File: src/design/lpsm_pkg.sv
// Shared constants, commands and states of the power and bank state machine
package lpsm_pkg;
    typedef enum logic [3:0] {
        CMD_NOP, CMD_MRW, CMD_MRR, CMD_REFPB, CMD_REFAB, CMD_ACT, CMD_WR, CMD_RD,
        CMD_PRE, CMD_BST, CMD_RESET, CMD_SREF, CMD_DPD
    } lpsm_cmd_t;
    typedef enum logic [4:0] {
        ST_POWERON, ST_RESETTING, ST_IDLE, ST_ACTIVATING, ST_ACTIVE, ST_READING, ST_WRITING,
        ST_PRECHARGING, ST_REFPB, ST_REFAB, ST_MRWRITING, ST_IDLE_MRR, ST_ACT_MRR, ST_RST_MRR,
        ST_ACT_PD, ST_IDLE_PD, ST_RST_PD, ST_SELFREF, ST_DEEP_PD
    } lpsm_state_t;
    localparam int CLK_MHZ = 100;
    // Timing figures in ns
    localparam int T_RP_NS = 18;
    localparam int T_RCD_NS = 18;
    localparam int T_RFCPB_NS = 90;
    localparam int T_RFCAB_NS = 130;
    localparam int T_MRR_NS = 20;
    localparam int T_MRW_NS = 50;
    localparam int T_XP_NS = 8;
    localparam int T_XSR_NS = 140;
    localparam int T_INIT5_NS = 10000;
    // Minimum times round up, at least one cycle
    function automatic int lpsm_cyc(input int ns);
        int c;
        c = (ns * CLK_MHZ + 999) / 1000;
        return (c < 1) ? 1 : c;
    endfunction : lpsm_cyc
    localparam int TIMER_W = 16;
    localparam logic [TIMER_W-1:0] TIMER_ZERO = 16'h0000;
    localparam logic [TIMER_W-1:0] TIMER_ONE = 16'h0001;
    localparam logic [3:0] LINK_DIV = 4'h4;
    localparam logic [7:0] HOLD_NOP_CYC = 8'h20;
endpackage : lpsm_pkg

File: src/design/lpsm_link_if.sv
// Command link between memory controller and device state machine
`timescale 1ns/1ps
interface lpsm_link_if;
    import lpsm_pkg::*;
    logic linkClk;
    logic cke;
    logic csN;
    lpsm_cmd_t cmd;
    logic allBanks;
    logic autoPre;
    logic [7:0] modeAddr;
    logic [7:0] modeData;
    logic [7:0] readData;
    logic readValid;
    modport ctrl (output linkClk, output cke, output csN, output cmd, output allBanks, output autoPre,
        output modeAddr, output modeData, input readData, input readValid);
    modport dev (input linkClk, input cke, input csN, input cmd, input allBanks, input autoPre,
        input modeAddr, input modeData, output readData, output readValid);
endinterface : lpsm_link_if

File: src/design/lpsm_device.sv
// Device end: clock-enable power states and same-bank command state machine
// What this block does
// Next state from prior state, CKE history, command
// Sample CKE each edge, compare with previous
// Unlisted combinations are illegal; device ignores them
// CKE low twice holds low-power state
// CKE falling enters power state by state
// CKE high both edges follows command table
// Controller waits exit time after power-down exit
// Controller toggles clock twice before exit wait
// Resetting power-down exit: idle if init expired
// Deep power-down exit goes to power-on
// Commands honoured only after exit time met
// Idle: activate opens row, refresh refreshes
// Idle mode write; reset starts initialization
// Mode read enters matching MR reading state
// Precharge from idle or active enters precharging
// Read restarts read; write switches to writing
// Write restarts write; read switches to reading
// Burst-terminate returns reading or writing to active
// Idle after row-precharge time; NOP holds state
// Active after activate-to-column delay, no access
// Controller sends nothing to busy bank
// Precharging and activating end after their times
// Controller sends NOPs during refresh and MR access
// Precharge of idle bank still waits row-precharge
`timescale 1ns/1ps
module lpsm_device
    import lpsm_pkg::*;
#(
    parameter int INIT5_CYC = lpsm_cyc(T_INIT5_NS)
)(
    input wire logic sys_clk,
    input wire logic rst_n,
    lpsm_link_if.dev link,
    output lpsm_state_t state,
    output logic illegal,
    output logic exitWait
);
    initial
    begin
        if (INIT5_CYC < 1 || INIT5_CYC > 65535)
            $error("INIT5_CYC out of range");
    end

    logic [2:0] clkSync;
    logic ckeS1, ckeS2, csS1, csS2;
    lpsm_cmd_t cmdS1, cmdS2;
    logic allS1, allS2;
    logic [7:0] maS1, maS2, mdS1, mdS2;
    logic ckePrev;
    logic edgeN;
    lpsm_state_t next_state;
    logic [TIMER_W-1:0] timer, next_timer;
    logic [TIMER_W-1:0] initTimer;
    logic [TIMER_W-1:0] exitTimer, next_exitTimer;
    logic [7:0] modeRegs [0:255];
    logic cmdOk;

    // Two-stage sync of link clock and pins, then rising-edge detect
    always_ff @(posedge sys_clk or negedge rst_n)
    begin
        if (!rst_n)
        begin
            clkSync <= 3'h0;
            ckeS1 <= 1'b1;
            ckeS2 <= 1'b1;
            csS1 <= 1'b1;
            csS2 <= 1'b1;
            cmdS1 <= CMD_NOP;
            cmdS2 <= CMD_NOP;
            allS1 <= 1'b0;
            allS2 <= 1'b0;
            maS1 <= 8'h00;
            maS2 <= 8'h00;
            mdS1 <= 8'h00;
            mdS2 <= 8'h00;
        end
        else
        begin
            clkSync <= {clkSync[1:0], link.linkClk};
            ckeS1 <= link.cke;
            ckeS2 <= ckeS1;
            csS1 <= link.csN;
            csS2 <= csS1;
            cmdS1 <= link.cmd;
            cmdS2 <= cmdS1;
            allS1 <= link.allBanks;
            allS2 <= allS1;
            maS1 <= link.modeAddr;
            maS2 <= maS1;
            mdS1 <= link.modeData;
            mdS2 <= mdS1;
        end
    end
    assign edgeN = clkSync[1] & ~clkSync[2];

    // Previous-edge CKE
    always_ff @(posedge sys_clk or negedge rst_n)
    begin
        if (!rst_n)
            ckePrev <= 1'b1;
        else if (edgeN)
            ckePrev <= ckeS2;
    end

    // Commands are acted on only with chip select low and exit time met
    assign cmdOk = !csS2 && exitTimer == TIMER_ZERO;
    assign exitWait = exitTimer != TIMER_ZERO;

    always_comb
    begin
        next_state = state;
        next_timer = (timer != TIMER_ZERO) ? timer - TIMER_ONE : TIMER_ZERO;
        next_exitTimer = (exitTimer != TIMER_ZERO) ? exitTimer - TIMER_ONE : TIMER_ZERO;
        // Timed states end when their count expires
        if (timer == TIMER_ONE)
        begin
            case (state)
                ST_ACTIVATING: next_state = ST_ACTIVE;
                ST_PRECHARGING, ST_REFPB, ST_REFAB, ST_MRWRITING, ST_IDLE_MRR, ST_RST_MRR:
                    next_state = ST_IDLE;
                ST_ACT_MRR: next_state = ST_ACTIVE;
                default: next_state = state;
            endcase
        end
        if (edgeN)
        begin
            if (!ckePrev && !ckeS2)
                next_state = state;
            else if (!ckePrev && ckeS2)
            begin
                if (csS2)
                begin
                    case (state)
                        ST_ACT_PD:
                        begin
                            next_state = ST_ACTIVE;
                            next_exitTimer = TIMER_W'(lpsm_cyc(T_XP_NS));
                        end
                        ST_IDLE_PD:
                        begin
                            next_state = ST_IDLE;
                            next_exitTimer = TIMER_W'(lpsm_cyc(T_XP_NS));
                        end
                        ST_RST_PD:
                        begin
                            next_state = (initTimer == TIMER_ZERO) ? ST_IDLE : ST_RESETTING;
                            next_exitTimer = TIMER_W'(lpsm_cyc(T_XP_NS));
                        end
                        ST_SELFREF:
                        begin
                            next_state = ST_IDLE;
                            next_exitTimer = TIMER_W'(lpsm_cyc(T_XSR_NS));
                        end
                        ST_DEEP_PD: next_state = ST_POWERON;
                        default: next_state = state;
                    endcase
                end
            end
            else if (ckePrev && !ckeS2)
            begin
                // Power state chosen by current state
                case (state)
                    ST_ACTIVE: if (csS2) next_state = ST_ACT_PD;
                    ST_IDLE:
                    begin
                        if (csS2 || cmdS2 == CMD_NOP)
                            next_state = ST_IDLE_PD;
                        else if (cmdS2 == CMD_SREF)
                            next_state = ST_SELFREF;
                        else if (cmdS2 == CMD_DPD)
                            next_state = ST_DEEP_PD;
                    end
                    ST_RESETTING: if (csS2) next_state = ST_RST_PD;
                    default: next_state = state;
                endcase
            end
            else if (cmdOk)
            begin
                case (state)
                    ST_IDLE:
                    begin
                        case (cmdS2)
                            CMD_ACT:
                            begin
                                next_state = ST_ACTIVATING;
                                next_timer = TIMER_W'(lpsm_cyc(T_RCD_NS));
                            end
                            CMD_REFPB:
                            begin
                                next_state = ST_REFPB;
                                next_timer = TIMER_W'(lpsm_cyc(T_RFCPB_NS));
                            end
                            CMD_REFAB:
                            begin
                                next_state = ST_REFAB;
                                next_timer = TIMER_W'(lpsm_cyc(T_RFCAB_NS));
                            end
                            CMD_MRW:
                            begin
                                next_state = ST_MRWRITING;
                                next_timer = TIMER_W'(lpsm_cyc(T_MRW_NS));
                            end
                            CMD_MRR:
                            begin
                                next_state = ST_IDLE_MRR;
                                next_timer = TIMER_W'(lpsm_cyc(T_MRR_NS));
                            end
                            CMD_RESET: next_state = ST_RESETTING;
                            CMD_PRE:
                            begin
                                next_state = ST_PRECHARGING;
                                next_timer = TIMER_W'(lpsm_cyc(T_RP_NS));
                            end
                            default: next_state = state;
                        endcase
                    end
                    ST_ACTIVE:
                    begin
                        case (cmdS2)
                            CMD_RD: next_state = ST_READING;
                            CMD_WR: next_state = ST_WRITING;
                            CMD_MRR:
                            begin
                                next_state = ST_ACT_MRR;
                                next_timer = TIMER_W'(lpsm_cyc(T_MRR_NS));
                            end
                            CMD_PRE:
                            begin
                                next_state = ST_PRECHARGING;
                                next_timer = TIMER_W'(lpsm_cyc(T_RP_NS));
                            end
                            default: next_state = state;
                        endcase
                    end
                    ST_READING, ST_WRITING:
                    begin
                        case (cmdS2)
                            CMD_RD: next_state = ST_READING;
                            CMD_WR: next_state = ST_WRITING;
                            CMD_BST: next_state = ST_ACTIVE;
                            default: next_state = state;
                        endcase
                    end
                    ST_POWERON: if (cmdS2 == CMD_RESET) next_state = ST_RESETTING;
                    ST_RESETTING:
                    begin
                        if (cmdS2 == CMD_MRR)
                        begin
                            next_state = ST_RST_MRR;
                            next_timer = TIMER_W'(lpsm_cyc(T_MRR_NS));
                        end
                    end
                    default: next_state = state;
                endcase
            end
        end
    end

    always_ff @(posedge sys_clk or negedge rst_n)
    begin
        if (!rst_n)
        begin
            state <= ST_POWERON;
            timer <= TIMER_ZERO;
            exitTimer <= TIMER_ZERO;
        end
        else
        begin
            state <= next_state;
            timer <= next_timer;
            exitTimer <= next_exitTimer;
        end
    end

    // Initialization interval restarts on each reset command taken in power-on or idle
    always_ff @(posedge sys_clk or negedge rst_n)
    begin
        if (!rst_n)
            initTimer <= TIMER_W'(INIT5_CYC);
        else if (next_state == ST_RESETTING && state != ST_RESETTING && state != ST_RST_PD && state != ST_RST_MRR)
            initTimer <= TIMER_W'(INIT5_CYC);
        else if (initTimer != TIMER_ZERO)
            initTimer <= initTimer - TIMER_ONE;
    end

    // Mode registers and read return
    always_ff @(posedge sys_clk)
    begin
        if (next_state == ST_MRWRITING && state == ST_IDLE)
            modeRegs[maS2] <= mdS2;
    end

    always_ff @(posedge sys_clk or negedge rst_n)
    begin
        if (!rst_n)
        begin
            link.readData <= 8'h00;
            link.readValid <= 1'b0;
        end
        else
        begin
            link.readValid <= 1'b0;
            if ((next_state == ST_IDLE_MRR || next_state == ST_ACT_MRR || next_state == ST_RST_MRR)
                && next_state != state)
            begin
                link.readData <= modeRegs[maS2];
                link.readValid <= 1'b1;
            end
        end
    end

    // Flags a command the tables do not list
    always_ff @(posedge sys_clk or negedge rst_n)
    begin
        if (!rst_n)
            illegal <= 1'b0;
        else
            illegal <= edgeN && ckePrev && ckeS2 && cmdOk && cmdS2 != CMD_NOP && next_state == state
                && !(state == ST_READING && cmdS2 == CMD_RD) && !(state == ST_WRITING && cmdS2 == CMD_WR);
    end
endmodule : lpsm_device

File: src/flat_wrapper.sv
// flat-port wrapper written by rule: the top's interface ports become plain ports
module lpsm_device_flat import lpsm_pkg::*;
#(
    parameter int INIT5_CYC = lpsm_cyc(T_INIT5_NS)
)
  (sys_clk, rst_n, state, illegal, exitWait, link_linkClk, link_cke, link_csN, link_cmd, link_allBanks, link_autoPre, link_modeAddr, link_modeData, link_readData, link_readValid);
  lpsm_link_if link_i ();
  input wire logic sys_clk;
  input wire logic rst_n;
  output lpsm_state_t state;
  output logic illegal;
  output logic exitWait;
  input wire logic [$bits(link_i.linkClk)-1:0] link_linkClk;
  input wire logic [$bits(link_i.cke)-1:0] link_cke;
  input wire logic [$bits(link_i.csN)-1:0] link_csN;
  input wire logic [$bits(link_i.cmd)-1:0] link_cmd;
  input wire logic [$bits(link_i.allBanks)-1:0] link_allBanks;
  input wire logic [$bits(link_i.autoPre)-1:0] link_autoPre;
  input wire logic [$bits(link_i.modeAddr)-1:0] link_modeAddr;
  input wire logic [$bits(link_i.modeData)-1:0] link_modeData;
  output wire logic [$bits(link_i.readData)-1:0] link_readData;
  output wire logic [$bits(link_i.readValid)-1:0] link_readValid;
  assign link_i.linkClk = link_linkClk;
  assign link_i.cke = link_cke;
  assign link_i.csN = link_csN;
  assign link_i.cmd = link_cmd;
  assign link_i.allBanks = link_allBanks;
  assign link_i.autoPre = link_autoPre;
  assign link_i.modeAddr = link_modeAddr;
  assign link_i.modeData = link_modeData;
  assign link_readData = link_i.readData;
  assign link_readValid = link_i.readValid;
  lpsm_device #(.INIT5_CYC(INIT5_CYC)) u_core (.sys_clk(sys_clk), .rst_n(rst_n), .link(link_i), .state(state), .illegal(illegal), .exitWait(exitWait));
endmodule
File: config.mk
export PLATFORM = sky130hd
export DESIGN_NAME = lpsm_device_flat
export DESIGN_NICKNAME = d
export VERILOG_FILES = /design/src/design/lpsm_pkg.sv /design/src/design/lpsm_link_if.sv /design/src/design/lpsm_device.sv /design/src/flat_wrapper.sv
export SDC_FILE = /design/constraint.sdc
export NUM_CORES = 2
export LEC_CHECK = 0
export BUFFER_PORTS_ARGS = -buffer_cell sky130_fd_sc_hd__buf_2
export CAP_MARGIN = 20
export CORE_ASPECT_RATIO = 1.75
export CORE_UTILIZATION = 38
export DETAILED_ROUTE_END_ITERATION = 16
export GPL_ROUTABILITY_DRIVEN = 0
export SLEW_MARGIN = 20
export SYNTH_ARGS = -nofsm -noshare
export SYNTH_HDL_FRONTEND = slang
export SYNTH_SLANG_ARGS = --single-unit
export TNS_END_PERCENT = 5
File: constraint.sdc
create_clock -name sys_clk -period 3.8 [get_ports sys_clk]
set_input_delay 0.76 -clock sys_clk [delete_from_list [all_inputs] [get_ports sys_clk]]
set_output_delay 0.76 -clock sys_clk [all_outputs]
set_load 0.02 [all_outputs]
==> impl_summary.log <==
[metrics] Hold Path Depth: 1
[metrics] Avg Vias per Cell: 5.42
[metrics] ratio of total power to cell area: 501 nW/um2
[metrics] worst rel slew slack: 25.7%
[metrics] result of the run: finished, violations left
[metrics] clock tree from TritonCTS: built
[metrics] leading area contributor after synthesis: edfxtp_1
[metrics] worst hold endpoint: u_core.maS1[7]$_DFF_PN0_
[metrics] final-report setup violation count: 14
[metrics] Reg-to-Reg End: u_core.modeRegs[18][1]$_DFFE_PP_
[metrics] Die X: around 360 um
[metrics] peak per-stage delay on the critical path: 0.46 ns
[metrics] required time reported for the critical path endpoint: 4.32 ns
[metrics] Crit Path Class: reg -> reg
[metrics] Most used DFF post-synth: edfxtp_1
[metrics] number of maximum-capacitance violations: 0
[metrics] Async SR Flop Fraction: 5.14%
[metrics] Setup crit start kind: register
[metrics] Tot GR Track Use: 18.4%
[metrics] clk sink count: 2159
[metrics] internal power consumption: 38.6 mW
[metrics] total CTS buffers: around 190
[metrics] post-detailed-route DRC marker count: 0
[metrics] vias in the first global route: 42500
[metrics] clock edge transition at the registers on the reported setup and hold paths: 0.07 ns
[metrics] top cell types by occurrence after synthesis: edfxtp_1, mux4_2, nor2_1
[metrics] net switching component of the power: 10.9 mW
[metrics] hold path startpoint: link_modeAddr[7]
[metrics] Hold Slack: 0.0538 ns
[metrics] initial standard-cell utilization of the core: 38.3%
[metrics] count of port buffers added during placement: 40
[metrics] post-route setup slack: -0.0232 ns
[metrics] wire length of the first global-routing pass: between 200000 and 300000 um
[metrics] Final Max Slew Viols: 0
[metrics] share of the clock period used by the worst path: 101%
[metrics] overall die area: 224000 um2
[metrics] wirelength, routed: 206000 um
[metrics] part of the Yosys area used for sequential elements: 76.1%
[metrics] gate family responsible for the most delay along the worst path: simple AND/OR/NAND/NOR gates
[metrics] Hold/Removal Path Class: in -> reg
[metrics] post-synth top area share: around 73%
[metrics] sequential fraction of design power: about 54%
[metrics] Register-to-Register Setup Slack: -0.02 ns
[metrics] CP dominant cell by count: buf_4
[metrics] leading cell type by number of instances after synthesis: edfxtp_1
[metrics] fraction of power consumed by combinational cells: 7.4%
[metrics] largest fanout on the critical path: 24
[metrics] Setup crit end kind: register
[metrics] average cell area after synthesis: approximately 22 um2
[metrics] largest net degree at the start of global routing: roughly 170
[metrics] synthesized netlist cell count: 3877
[metrics] EDFF count, synth: 2048
[metrics] total number of vias: slightly above 40000
[metrics] share of total power in the clock network: 38.5%
[metrics] Area growth, synth to finish: 17.1%
[metrics] clock skew after layout: 0.0567 ns
[metrics] failing checks: negative setup slack
[metrics] post-route minimum period: about 3.8 ns
[metrics] root buf cell: clkbuf_16
[metrics] synthesis-stage register bit count: 2159
[metrics] cell chain of the critical path: buf_4, or3_1, a2111o_1, o21ai_1, o2111ai_1, a21o_1, nor4_4, buf_4, or3b_4, buf_12, nor2_1, buf_6
[metrics] number of warnings printed during yosys synthesis: 0
[metrics] htree depth: 4
[metrics] hold violation count in the final report: 0
[metrics] combined area of all synthesized cells: 84500 um2
[metrics] syn nets: 3909
[metrics] ranking of synthesized cells by area: edfxtp_1, mux4_2, dfrtp_1, nor2_1, clkbuf_1
[metrics] height of the chip: 626 um
[metrics] routed length per placed instance: around 28 um
[metrics] maximum resistive drop on vdd: about 0.00034 V
[metrics] fin nets: 4495
[metrics] worst slack after detailed placement: -0.209 ns
[metrics] remaining number of nets flagged by the antenna check after routing: 0
[metrics] WP data arrival: 4.35 ns
[metrics] count of cell types in the netlist: 78
[metrics] reg-to-reg critical path startpoint: u_core.state[3]$_DFF_PN0_
[metrics] initial DRC count: about 3500
[metrics] Buf/Inv on CP: 4
[metrics] cell at the slowest stage of the critical path: a2111o_1
[metrics] antenna violations before repair: 9
[metrics] fraction of final layout cells with drive strength greater than 1: 34.9%
[metrics] maximum clock insertion buffer count: 4
[metrics] FP Rows: roughly 230
[metrics] leakage dissipation: 31.6 nW
[metrics] peak clock frequency supported by timing: 262 MHz
[metrics] sum of overflow across all layers after global routing: 0
[metrics] Pre-Repair DR Iteration Count: 6
[metrics] number of cells on the worst reg-to-reg path: 12
[metrics] fraction of power spent switching nets: between 20% and 30%
[metrics] setup repair after global routing missed its margin: true
[metrics] accumulated negative setup slack: -0.124 ns
[metrics] clock latency at the later pin of the worst-skew pair: 0.85 ns
[metrics] IO Count: 43
[metrics] area of the core: 221000 um2
[metrics] Slew @ Worst Pin: around 1.1 ns
[metrics] post-detailed-placement half-perimeter wirelength: 135000 um
[metrics] Power, Total: ~50 mW
## power by group through the flow
stage                     sequential, mW  clock, mW  combinational (mW)
after CTS                           26.8       19.5                3.73
after global placement              27.3          0                3.64
after global routing                26.8       20.2                3.94
after detailed placement            27.3          0                3.71
after floorplan                     27.4          0                1.93
final                               26.8       19.1                3.69
## area by class of cell
class                           instances  area (um2)
Antenna cell                            5        12.5
Clock buffer                          244        5160
Clock inverter                         95         852
Multi-Input combinational cell       1483       19400
Fill cell                           18700      122000
Timing Repair Buffer                  605        5460
Inverter                               20        75.1
Tap cell                             2875        3600
Sequential cell                      2159       64300
## state kept, by name, summed over array words and instances, names as in the netlist, 3 cells and up
signal and count:
u_core.modeRegs 2048, u_core.exitTimer 16, u_core.initTimer 16, u_core.timer 16, u_core.link.readData 8, u_core.maS1 8, u_core.maS2 8, u_core.mdS1 8
u_core.mdS2 8, u_core.state 5, u_core.cmdS1 4, u_core.cmdS2 4, u_core.clkSync 3
## worst max path at each step
stage               cells after the start                                 to                      start
floorplan                              12  u_core.modeRegs[112][0]$_DFFE_PP_  u_core.state[2]$_DFF_PN0_
global placement                       13   u_core.modeRegs[51][6]$_DFFE_PP_  u_core.state[1]$_DFF_PN0_
detailed placement                     13   u_core.modeRegs[51][4]$_DFFE_PP_  u_core.state[1]$_DFF_PN0_
CTS                                    12   u_core.modeRegs[19][0]$_DFFE_PP_  u_core.state[3]$_DFF_PN0_
global route                           14   u_core.modeRegs[37][7]$_DFFE_PP_  u_core.state[0]$_DFF_PN0_
finish                                 12   u_core.modeRegs[18][1]$_DFFE_PP_  u_core.state[3]$_DFF_PN0_
## worst reg2reg max path, stage by stage (launching register included)
cell and delay, ns:
dfrtp_2 0.44, buf_4 0.18, or3_1 0.38, a2111o_1 0.46, o21ai_1 0.15, o2111ai_1 0.13, a21o_1 0.24, nor4_4 0.29
buf_4 0.19, or3b_4 0.46, buf_12 0.20, nor2_1 0.25, buf_6 0.18
## logic make-up after synthesis
| group | synth area share, % |
|---|---|
| AOI/OAI and AO/OA | 1.14 |
| xor gates and xnor gates | 0.446 |
| adders and majority gates | 0.0741 |
| buffers and inverters | 1.16 |
| DFF | 76.1 |
| muxes | 17.8 |
| and+or+nand+nor | 3.32 |
## cells in the final DEF, fill, tap and decap left out, types with 15 or more instances in the layout
cell type / synthesis / layout
bufinv_16: 0 / 15
nand3_1: 22 / 21
a21oi_1: 18 / 18
clkbuf_1: 124 / 42
nor2_1: 336 / 306
xnor2_1: 25 / 25
mux4_2: 655 / 655
clkinv_2: 0 / 27
buf_6: 6 / 35
o21ai_0: 29 / 29
clkbuf_16: 0 / 199
edfxtp_1: 2048 / 2048
buf_12: 0 / 64
inv_1: 19 / 19
a22oi_1: 28 / 28
nor3_1: 32 / 27
nand2_1: 121 / 121
buf_2: 43 / 39
dfrtp_1: 100 / 81
buf_4: 0 / 455
clkinv_1: 0 / 39
nor2_2: 0 / 27
xor2_1: 18 / 18
## routing by layer
layer	GRT usage, %	part of all wire [%]
met3	1.91	3.9
met2	34.5	56
met1	20.9	36
met4	8.11	4.8
met5	0	0
## metrics by stage
step / instances / util [%] / area [um2]
after global routing: 7485 / 44.8 / 98900
after global placement: 7125 / 41.8 / 92400
after detailed placement: 7125 / 41.8 / 92400
after floorplan: 3877 / - / 84500
after CTS: 7473 / 44.6 / 98500
final: 7486 / 44.8 / 98900
## what timing repair did
action / 4_1_cts / 5_1_grt
endpoints found under the hold margin: 8 / 27
gates resized for setup: 9 / 72
pin swaps: 0 / 1
setup endpoints to repair: 2046 / 2022
hold buffers: 8 / 1
cloned: 0 / 1
setup buffers: 1 / 4
Note: power is estimated with default switching activity, not from simulation.
